File: src/rtl/cmd_reg_pkg.sv
// Shared constants for the device command register link and both ends
package cmd_reg_pkg;
    localparam int ADDR_W = 8;
    localparam int DATA_W = 32;

    // Device register offsets
    localparam logic [7:0] OFS_DEVICE_COMMAND     = 8'hEA;
    localparam logic [7:0] OFS_DEBUG_CONTROL_ONE  = 8'hEC;
    localparam logic [7:0] OFS_DEBUG_CONTROL_TWO  = 8'hEE;
    localparam logic [7:0] OFS_CURRENT_LOOP_GAINS = 8'hF0;
    localparam logic [7:0] OFS_SPEED_LOOP_GAINS   = 8'hF2;
    localparam logic [7:0] OFS_MONITOR_OUTPUT_ONE = 8'hF4;
    localparam logic [7:0] OFS_MONITOR_OUTPUT_TWO = 8'hF6;
    localparam logic [7:0] OFS_STORAGE_PROTECTION = 8'hF8;
    localparam logic [31:0] DEVICE_COMMAND_RESET  = 32'h0000_0000;

    // device_command field positions
    localparam int BIT_NVM_STORE     = 31;
    localparam int BIT_NVM_LOAD      = 30;
    localparam int BIT_FAULT_CLEAR   = 29;
    localparam int BIT_RETRY_CLEAR   = 28;
    localparam int STORE_KEY_MSB     = 27;
    localparam int STORE_KEY_LSB     = 20;
    localparam int ANGLE_MSB         = 19;
    localparam int ANGLE_LSB         = 11;
    localparam int BIT_WDT_TICKLE    = 10;
    localparam int BIT_SELFTEST      = 9;
    localparam int SELFTEST_KEY_MSB  = 8;
    localparam int SELFTEST_KEY_LSB  = 1;
    localparam int BIT_FORCE_ALIGN   = 14;  // In debug_control_one

    localparam logic [7:0] NVM_STORE_KEY = 8'hA5;
    localparam logic [7:0] SELFTEST_KEY  = 8'hBE;
    localparam logic [8:0] FULL_TURN_DEG = 9'h168;  // 360 degrees

    // Start-up method codes that hold the align state
    localparam logic [2:0] STARTUP_ALIGN        = 3'h1;
    localparam logic [2:0] STARTUP_DOUBLE_ALIGN = 3'h2;

    // Host controller Wishbone register byte offsets
    localparam logic [4:0] HOFS_CTRL     = 5'h00;
    localparam logic [4:0] HOFS_WDATA    = 5'h04;
    localparam logic [4:0] HOFS_RDATA    = 5'h08;
    localparam logic [4:0] HOFS_STATUS   = 5'h0C;
    localparam logic [4:0] HOFS_WDT_INTV = 5'h10;
    localparam int HCTRL_START     = 0;
    localparam int HCTRL_WRITE     = 1;
    localparam int HCTRL_OFS_LSB   = 8;
    localparam int HSTAT_BUSY      = 0;
    localparam int HSTAT_REFUSED   = 1;
endpackage

File: src/rtl/cmd_link_if.sv
// Register access link between host controller and device
`timescale 1ns/1ps
interface cmd_link_if;
    import cmd_reg_pkg::*;
    logic              req;
    logic              we;
    logic [ADDR_W-1:0] addr;
    logic [DATA_W-1:0] wdata;
    logic [DATA_W-1:0] rdata;
    logic              ack;

    modport host   (output req, output we, output addr, output wdata,
                    input rdata, input ack);
    modport device (input req, input we, input addr, input wdata,
                    output rdata, output ack);
endinterface

File: src/rtl/device_command_regs.sv
// Device end: command register and algorithm-control register bank
`timescale 1ns/1ps
module device_command_regs
    import cmd_reg_pkg::*;
#(
    parameter bit SELFTEST_SUPPORTED = 1'b1
) (
    input  wire logic       clk_i,
    input  wire logic       rst_i,
    cmd_link_if.device      link,
    output logic            nvm_store_req_o,
    output logic            nvm_load_req_o,
    input  wire logic       nvm_done_i,
    output logic            fault_clear_o,
    output logic            retry_clear_o,
    output logic            wdt_tickle_o,
    output logic            selftest_start_o,
    input  wire logic       selftest_done_i,
    input  wire logic [2:0] startup_method_i,
    output logic            align_hold_o,
    output logic [8:0]      align_angle_o
);
    logic        ack_r;
    logic        store_r;
    logic        load_r;
    logic        tickle_r;
    logic        selftest_r;
    logic [7:0]  stkey_r;
    logic [8:0]  angle_r;
    logic        fclr_r;
    logic        rclr_r;
    logic        ststart_r;
    logic [8:0]  applied_r;
    logic        hold_r;
    logic [31:0] rdata_r;
    logic [31:0] dbg1_r;
    logic [31:0] dbg2_r;
    logic [31:0] cur_r;
    logic [31:0] spd_r;
    logic [31:0] mon1_r;
    logic [31:0] mon2_r;
    logic [31:0] prot_r;

    // Request taken once, in the cycle before the ack
    wire        take     = link.req && !ack_r;
    wire        wr       = take && link.we;
    wire        rd       = take && !link.we;
    wire [31:0] wd       = link.wdata;
    wire        hit_cmd  = link.addr == OFS_DEVICE_COMMAND;
    wire        wr_cmd   = wr && hit_cmd;
    wire        key_ok   = wd[STORE_KEY_MSB:STORE_KEY_LSB] == NVM_STORE_KEY;
    wire        store_go = wr_cmd && wd[BIT_NVM_STORE] && key_ok;
    wire        load_go  = wr_cmd && wd[BIT_NVM_LOAD];
    wire        st_key   = wd[SELFTEST_KEY_MSB:SELFTEST_KEY_LSB] == SELFTEST_KEY;
    wire        st_go    = SELFTEST_SUPPORTED && wr_cmd && wd[BIT_SELFTEST] && st_key;
    // A copy in flight blocks new copy orders; other fields still land
    wire        nvm_busy = store_r || load_r;

    // Reduce 0..511 modulo 360: a single subtraction covers the range
    wire [8:0]  angle_mod = (angle_r >= FULL_TURN_DEG) ?
                            angle_r - FULL_TURN_DEG : angle_r;
    wire        align_sel = (startup_method_i == STARTUP_ALIGN) ||
                            (startup_method_i == STARTUP_DOUBLE_ALIGN);

    // Read-back image; write-only fields read zero
    wire [31:0] cmd_view = {store_r, load_r, 19'h0_0000, tickle_r, selftest_r,
                            stkey_r, 1'b0};
    wire [31:0] rd_mux =
        (link.addr == OFS_DEVICE_COMMAND)     ? cmd_view :
        (link.addr == OFS_DEBUG_CONTROL_ONE)  ? dbg1_r :
        (link.addr == OFS_DEBUG_CONTROL_TWO)  ? dbg2_r :
        (link.addr == OFS_CURRENT_LOOP_GAINS) ? cur_r  :
        (link.addr == OFS_SPEED_LOOP_GAINS)   ? spd_r  :
        (link.addr == OFS_MONITOR_OUTPUT_ONE) ? mon1_r :
        (link.addr == OFS_MONITOR_OUTPUT_TWO) ? mon2_r :
        (link.addr == OFS_STORAGE_PROTECTION) ? prot_r : 32'h0000_0000;

    // Link answer: ack one cycle after the request is taken
    always_ff @(posedge clk_i) begin
        if (rst_i) begin
            ack_r   <= 1'b0;
            rdata_r <= 32'h0000_0000;
        end else begin
            ack_r <= take;
            if (rd) begin
                rdata_r <= rd_mux;
            end
        end
    end

    // Storage copy bits: set by command, cleared on completion
    always_ff @(posedge clk_i) begin
        if (rst_i) begin
            store_r <= DEVICE_COMMAND_RESET[BIT_NVM_STORE];
            load_r  <= DEVICE_COMMAND_RESET[BIT_NVM_LOAD];
        end else if (nvm_busy) begin
            if (nvm_done_i) begin
                store_r <= 1'b0;
                load_r  <= 1'b0;
            end
        // Store wins when both copy bits arrive in one write with a valid store key
        end else if (store_go) begin
            store_r <= 1'b1;
        end else if (load_go) begin
            load_r  <= 1'b1;
        end
    end

    // Command fields and one-cycle action pulses
    always_ff @(posedge clk_i) begin
        if (rst_i) begin
            angle_r    <= 9'h000;
            stkey_r    <= 8'h00;
            tickle_r   <= 1'b0;
            selftest_r <= 1'b0;
            fclr_r     <= 1'b0;
            rclr_r     <= 1'b0;
            ststart_r  <= 1'b0;
        end else begin
            fclr_r    <= wr_cmd && wd[BIT_FAULT_CLEAR];
            rclr_r    <= wr_cmd && wd[BIT_RETRY_CLEAR];
            ststart_r <= st_go;
            // Tickle lives one cycle then drops by itself
            tickle_r  <= wr_cmd && wd[BIT_WDT_TICKLE];
            // Angle and self-test key fields: every command write replaces them
            if (wr_cmd) begin
                angle_r <= wd[ANGLE_MSB:ANGLE_LSB];
                stkey_r <= wd[SELFTEST_KEY_MSB:SELFTEST_KEY_LSB];
            end
            if (st_go) begin
                selftest_r <= 1'b1;
            end else if (selftest_done_i) begin
                selftest_r <= 1'b0;
            end
        end
    end

    // Algorithm-control words, stored as written
    always_ff @(posedge clk_i) begin
        if (rst_i) begin
            dbg1_r <= 32'h0000_0000;
            dbg2_r <= 32'h0000_0000;
            cur_r  <= 32'h0000_0000;
            spd_r  <= 32'h0000_0000;
            mon1_r <= 32'h0000_0000;
            mon2_r <= 32'h0000_0000;
            prot_r <= 32'h0000_0000;
        end else if (wr) begin
            if (link.addr == OFS_DEBUG_CONTROL_ONE) begin
                dbg1_r <= wd;
            end else if (link.addr == OFS_DEBUG_CONTROL_TWO) begin
                dbg2_r <= wd;
            end else if (link.addr == OFS_CURRENT_LOOP_GAINS) begin
                cur_r <= wd;
            end else if (link.addr == OFS_SPEED_LOOP_GAINS) begin
                spd_r <= wd;
            end else if (link.addr == OFS_MONITOR_OUTPUT_ONE) begin
                mon1_r <= wd;
            end else if (link.addr == OFS_MONITOR_OUTPUT_TWO) begin
                mon2_r <= wd;
            end else if (link.addr == OFS_STORAGE_PROTECTION) begin
                prot_r <= wd;
            end
        end
    end

    // Forced-align state and applied angle
    always_ff @(posedge clk_i) begin
        if (rst_i) begin
            hold_r    <= 1'b0;
            applied_r <= 9'h000;
        end else begin
            hold_r <= dbg1_r[BIT_FORCE_ALIGN] && align_sel;
            // Angle reaches the motor only while force align is on
            applied_r <= dbg1_r[BIT_FORCE_ALIGN] ? angle_mod : 9'h000;
        end
    end

    // Pins come straight from flip-flops
    assign link.ack         = ack_r;
    assign link.rdata       = rdata_r;
    assign nvm_store_req_o  = store_r;
    assign nvm_load_req_o   = load_r;
    assign fault_clear_o    = fclr_r;
    assign retry_clear_o    = rclr_r;
    assign wdt_tickle_o     = tickle_r;
    assign selftest_start_o = ststart_r;
    assign align_hold_o     = hold_r;
    assign align_angle_o    = applied_r;
endmodule // device_command_regs

File: src/flat_wrapper.sv
// flat-port wrapper written by rule: the top's interface ports become plain ports
module device_command_regs_flat import cmd_reg_pkg::*;
#(
    parameter bit SELFTEST_SUPPORTED = 1'b1
)
  (clk_i, rst_i, nvm_store_req_o, nvm_load_req_o, nvm_done_i, fault_clear_o, retry_clear_o, wdt_tickle_o, selftest_start_o, selftest_done_i, startup_method_i, align_hold_o, align_angle_o, link_req, link_we, link_addr, link_wdata, link_rdata, link_ack);
  cmd_link_if link_i ();
  input  wire logic clk_i;
  input  wire logic rst_i;
  output logic nvm_store_req_o;
  output logic nvm_load_req_o;
  input  wire logic nvm_done_i;
  output logic fault_clear_o;
  output logic retry_clear_o;
  output logic wdt_tickle_o;
  output logic selftest_start_o;
  input  wire logic selftest_done_i;
  input  wire logic [2:0] startup_method_i;
  output logic align_hold_o;
  output logic [8:0] align_angle_o;
  input wire logic [$bits(link_i.req)-1:0] link_req;
  input wire logic [$bits(link_i.we)-1:0] link_we;
  input wire logic [$bits(link_i.addr)-1:0] link_addr;
  input wire logic [$bits(link_i.wdata)-1:0] link_wdata;
  output wire logic [$bits(link_i.rdata)-1:0] link_rdata;
  output wire logic [$bits(link_i.ack)-1:0] link_ack;
  assign link_i.req = link_req;
  assign link_i.we = link_we;
  assign link_i.addr = link_addr;
  assign link_i.wdata = link_wdata;
  assign link_rdata = link_i.rdata;
  assign link_ack = link_i.ack;
  device_command_regs #(.SELFTEST_SUPPORTED(SELFTEST_SUPPORTED)) u_core (.clk_i(clk_i), .rst_i(rst_i), .link(link_i), .nvm_store_req_o(nvm_store_req_o), .nvm_load_req_o(nvm_load_req_o), .nvm_done_i(nvm_done_i), .fault_clear_o(fault_clear_o), .retry_clear_o(retry_clear_o), .wdt_tickle_o(wdt_tickle_o), .selftest_start_o(selftest_start_o), .selftest_done_i(selftest_done_i), .startup_method_i(startup_method_i), .align_hold_o(align_hold_o), .align_angle_o(align_angle_o));
endmodule
File: config.mk
export PLATFORM = sky130hd
export DESIGN_NAME = device_command_regs_flat
export DESIGN_NICKNAME = d
export VERILOG_FILES = /design/src/rtl/cmd_reg_pkg.sv /design/src/rtl/cmd_link_if.sv /design/src/rtl/device_command_regs.sv /design/src/flat_wrapper.sv
export SDC_FILE = /design/constraint.sdc
export NUM_CORES = 1
export LEC_CHECK = 0
export ABC_AREA = 0
export BUFFER_PORTS_ARGS = -buffer_cell sky130_fd_sc_hd__buf_2
export CAP_MARGIN = 0
export CORE_MARGIN = 2
export CORE_UTILIZATION = 40
export CTS_BUF_LIST = sky130_fd_sc_hd__clkbuf_16
export DETAILED_ROUTE_END_ITERATION = 7
export GPL_ROUTABILITY_DRIVEN = 0
export PLACE_DENSITY_LB_ADDON = 0.05
export SLEW_MARGIN = 20
export SYNTH_ARGS = -nofsm -noshare
export SYNTH_HDL_FRONTEND = slang
export SYNTH_SLANG_ARGS = --single-unit
File: constraint.sdc
create_clock -name clk_i -period 1.9 [get_ports clk_i]
set_input_delay 0.285 -clock clk_i [delete_from_list [all_inputs] [get_ports clk_i]]
set_output_delay 0.285 -clock clk_i [all_outputs]
set_load 0.05 [all_outputs]
==> flow_summary.ini <==
[synth]
yosysUniqueCellTypes = 55
synth.avg_cell_area_um2 = 7.68
synth_nets = 1688
synth_edf_count = 0
synth_top_family_by_area = compound AO/OA/AOI/OAI gates
synthFlopType = dfxtp_1
yosysWarnings = 0
synth_cells = 1638
synthSimpleGateAreaFrac_pct = 21.5
synth_top_area_share_pct = 46.3
synth_xor_area_share_pct = 0.209
synth_fa_ha_area_share_pct = 0.0995
synthArstFlopShare_pct = 0
yosys.area.top_type = dfxtp_1
synth_compound_area_share_pct = 22.8
ys_ff_latch = 291
syn_area_um2 = 12600
synth_area_leaders = dfxtp_1, nand2_1, a21oi_1
muxShareOfSynthArea_pct = 2.66
synth_seq_area_share_pct = 46.3

[power_and_ir_drop]
total_leakage_power_nw = 5.13
p_int_mw = 10.2
power_switching_share_pct = 23.2
switchingPower_mw = 3.10
finalPower_mw = 13.4
pwr_density_cell_nw_per_um2 = 886
clock_power_share_pct = 48.3
vdd_drop_max_uv = 553
pwr-share-seq_pct = 46.0
pwr-share-comb_pct = 5.8

[cells_and_area]
design_area_um2 = 15100
num_antenna_cells = 0
syn2layout_area_growth_pct = 19.8
final_layout_size_suffix_gt1_share_pct = 16.5
num-nets-final = 1772
mostFrequentLayoutCells = nand2_1, a21oi_1, dfxtp_1
final_common_cell = nand2_1

[die]
die_area_um2 = 32900
rows = 64
core_um2 = 30700
initial_utilization_pct = 40.9
ios = 98
die_x_um = 181
fp.dieH_um = 181

[place]
hpwlAfterDp_mm = 27.3
port_buffers = 97
placed_cell_area_um2 = 14000

[critical_path]
cp_max_fo = 5
cpMaxStageDelayCell = o31ai_1
required_ns = 2.33
arrival_ns = 2.22
cp_top_family = compound AO/OA/AOI/OAI gates
worstPathBufferInverterCount = 1
crit_end = u_core.align_angle_o[4]
endpoint_kind = flop
cp_common_cell = nor2_1
start_kind = flop
regToRegSetupSlack_ns = 0.12
max_stage_delay_ns = 0.54
critPathKind = reg2reg
critPathLaunch = u_core.angle_r[4]
r2r_start = u_core.angle_r[4]
worstPathCellList = inv_1 -> ha_1 -> nor2_1 -> o31ai_1 -> mux2_2 -> nor2_1
reg2reg_to = u_core.align_angle_o[4]
worst-path-stages = 6
rr_worst_depth = 6

[sta]
post-route-min-period_ns = 1.78
fin_crit_sh_pct = 93.9
setup_viol = 0
tightest_slew_ns = 0.633
fin_skew_ns = 0.0172
fmax_mhz = 560
hold_viol = 0
slew_headroom_pct = 57.8
rsz0062_at_grt = no
drv_slew = 0

[route]
dr.pass1.iters = 5
ant_nets = 0
drc = 0
wl_mm = 42.3
via_count = 11800
drt-initial-drc-count = 909
vias_per_cell = 5.51
wl_per_cell_um = 19.7

[global_route]
track_usage_pct = 25.4
grt-ovfl-total = 0
first_global_vias = 10800
antenna_found_initial = 1
grt_start_max_net_pins = 128
grt_pass1_wl_mm = 65.2

[clock_tree]
hold_buffers = 1
clk_path_buf_depth = 3
cts_num_sinks = 291
cts_made_buffers = 35
cts_tree = built
cts_resized = 0
clk_latency_ns = 0.51
cts_root_buf = clkbuf_16
h-tree-depth = 2
path_clk_slew_ns = 0.06
post-cts-setup-buffer-count = 0

[status]
status = complete, no violations

[worst_hold_path]
hold_class = in2reg
min_from = startup_method_i[0]

[job]
maxCapViolCount = 0
==> worst min-delay path by stage <==
| stage | endpoint | slack [ns] | depth (start not counted) |
|---|---|---|---|
| finish | u_core.align_hold_o | 0.07 | 3 |
| global route | u_core.align_hold_o | 0.07 | 3 |
| CTS | u_core.align_hold_o | 0.05 | 3 |
| detailed placement | u_core.prot_r[0] | 0.44 | 2 |
| global placement | u_core.mon2_r[8] | 0.44 | 2 |
| floorplan | u_core.align_hold_o | 0.36 | 1 |
==> sequential cells by signal, indices dropped and copies added, names as in the netlist, 8 cells and up <==
register and cells:
u_core.cur_r 32, u_core.prot_r 32, u_core.angle_r 9, u_core.link.rdata 32
u_core.stkey_r 8, u_core.mon2_r 32, u_core.dbg2_r 32, u_core.dbg1_r 32
u_core.align_angle_o 9, u_core.spd_r 32, u_core.mon1_r 32
==> worst reg2reg max path, cell delays in order (launching register included) <==
cell	delay, ns
dfxtp_1	0.34
inv_1	0.08
ha_1	0.21
nor2_1	0.07
o31ai_1	0.54
mux2_2	0.40
nor2_1	0.08
==> cell families (layout without fill, tap and decap cells) <==
kind of cell | Yosys count | count (layout)
AND/OR/NAND/NOR | 651 | 651
XOR/XNOR | 3 | 3
flip-flops | 291 | 291
AO/OA/AOI/OAI | 474 | 474
buffers and inverters | 185 | 292
adder cells (fa/ha/maj) | 1 | 1
multiplexers | 33 | 33
==> power groups by stage <==
stage	Sequential, mW	Clock (mW)	Combinational [mW]
after detailed placement	6.27	0	0.765
final	6.14	6.44	0.770
after CTS	6.14	6.60	0.769
after floorplan	6.33	0	0.393
after global placement	6.27	0	0.766
after global routing	6.13	6.88	0.820
==> cells in the mapped netlist (2+ instances only) <==
cell / count
a211oi_1: 11
buf_1: 5
a21boi_0: 20
inv_1: 24
nand2_1: 525
mux2i_1: 30
buf_2: 45
nand4_1: 2
o22ai_1: 30
or3_1: 3
nor3b_1: 5
xnor2_1: 3
nor3_1: 5
a21oi_1: 296
nand2b_1: 6
nor2b_1: 4
nand3_1: 37
nor2_1: 33
nand4b_1: 2
mux2_2: 3
buf_4: 14
and2_1: 5
o21ai_1: 12
a221oi_1: 12
o21ai_0: 33
and4b_1: 2
o22a_1: 20
clkbuf_1: 97
dfxtp_1: 291
and3_1: 5
o32ai_1: 2
nor3_2: 3
a22oi_1: 12
a221oi_2: 20
==> layout make-up <==
class                           instances  area, um^2
Fill cell                            3095       15700
Multi-Input combinational cell       1162        5960
Sequential cell                       291        5830
Timing Repair Buffer                  208        1590
Clock buffer                           37         926
Tap cell                              396         495
Clock inverter                         23         175
Inverter                               24        90.1
==> per-stage QoR <==
| stage | setup TNS (ns) | instances | hold slack (ns) | worst slack (ns) | util, % |
|---|---|---|---|---|---|
| floorplan | 0 | 1638 | 0.362 | 0.0478 | - |
| CTS | 0 | 2141 | 0.0539 | 0.129 | 49.0 |
| global route | 0 | 2141 | 0.0661 | 0.0259 | 49.0 |
| global placement | -1.69 | 2080 | 0.438 | -0.141 | 45.4 |
| detailed placement | -2.70 | 2080 | 0.444 | -0.156 | 45.4 |
| finish | 0 | 2141 | 0.0679 | 0.116 | 49.0 |
==> per-layer routing <==
layer | up-vias | share of wire [%] | track usage [%]
met5 | - | 0 | 0
met4 | 0 | 1.6 | 5.27
met3 | 52 | 6.0 | 3.33
met2 | 358 | 45 | 40.1
met1 | 5669 | 47 | 37.1
li1 | 5724 | - | -
No activity file was read; power rests on OpenSTA's default activity.
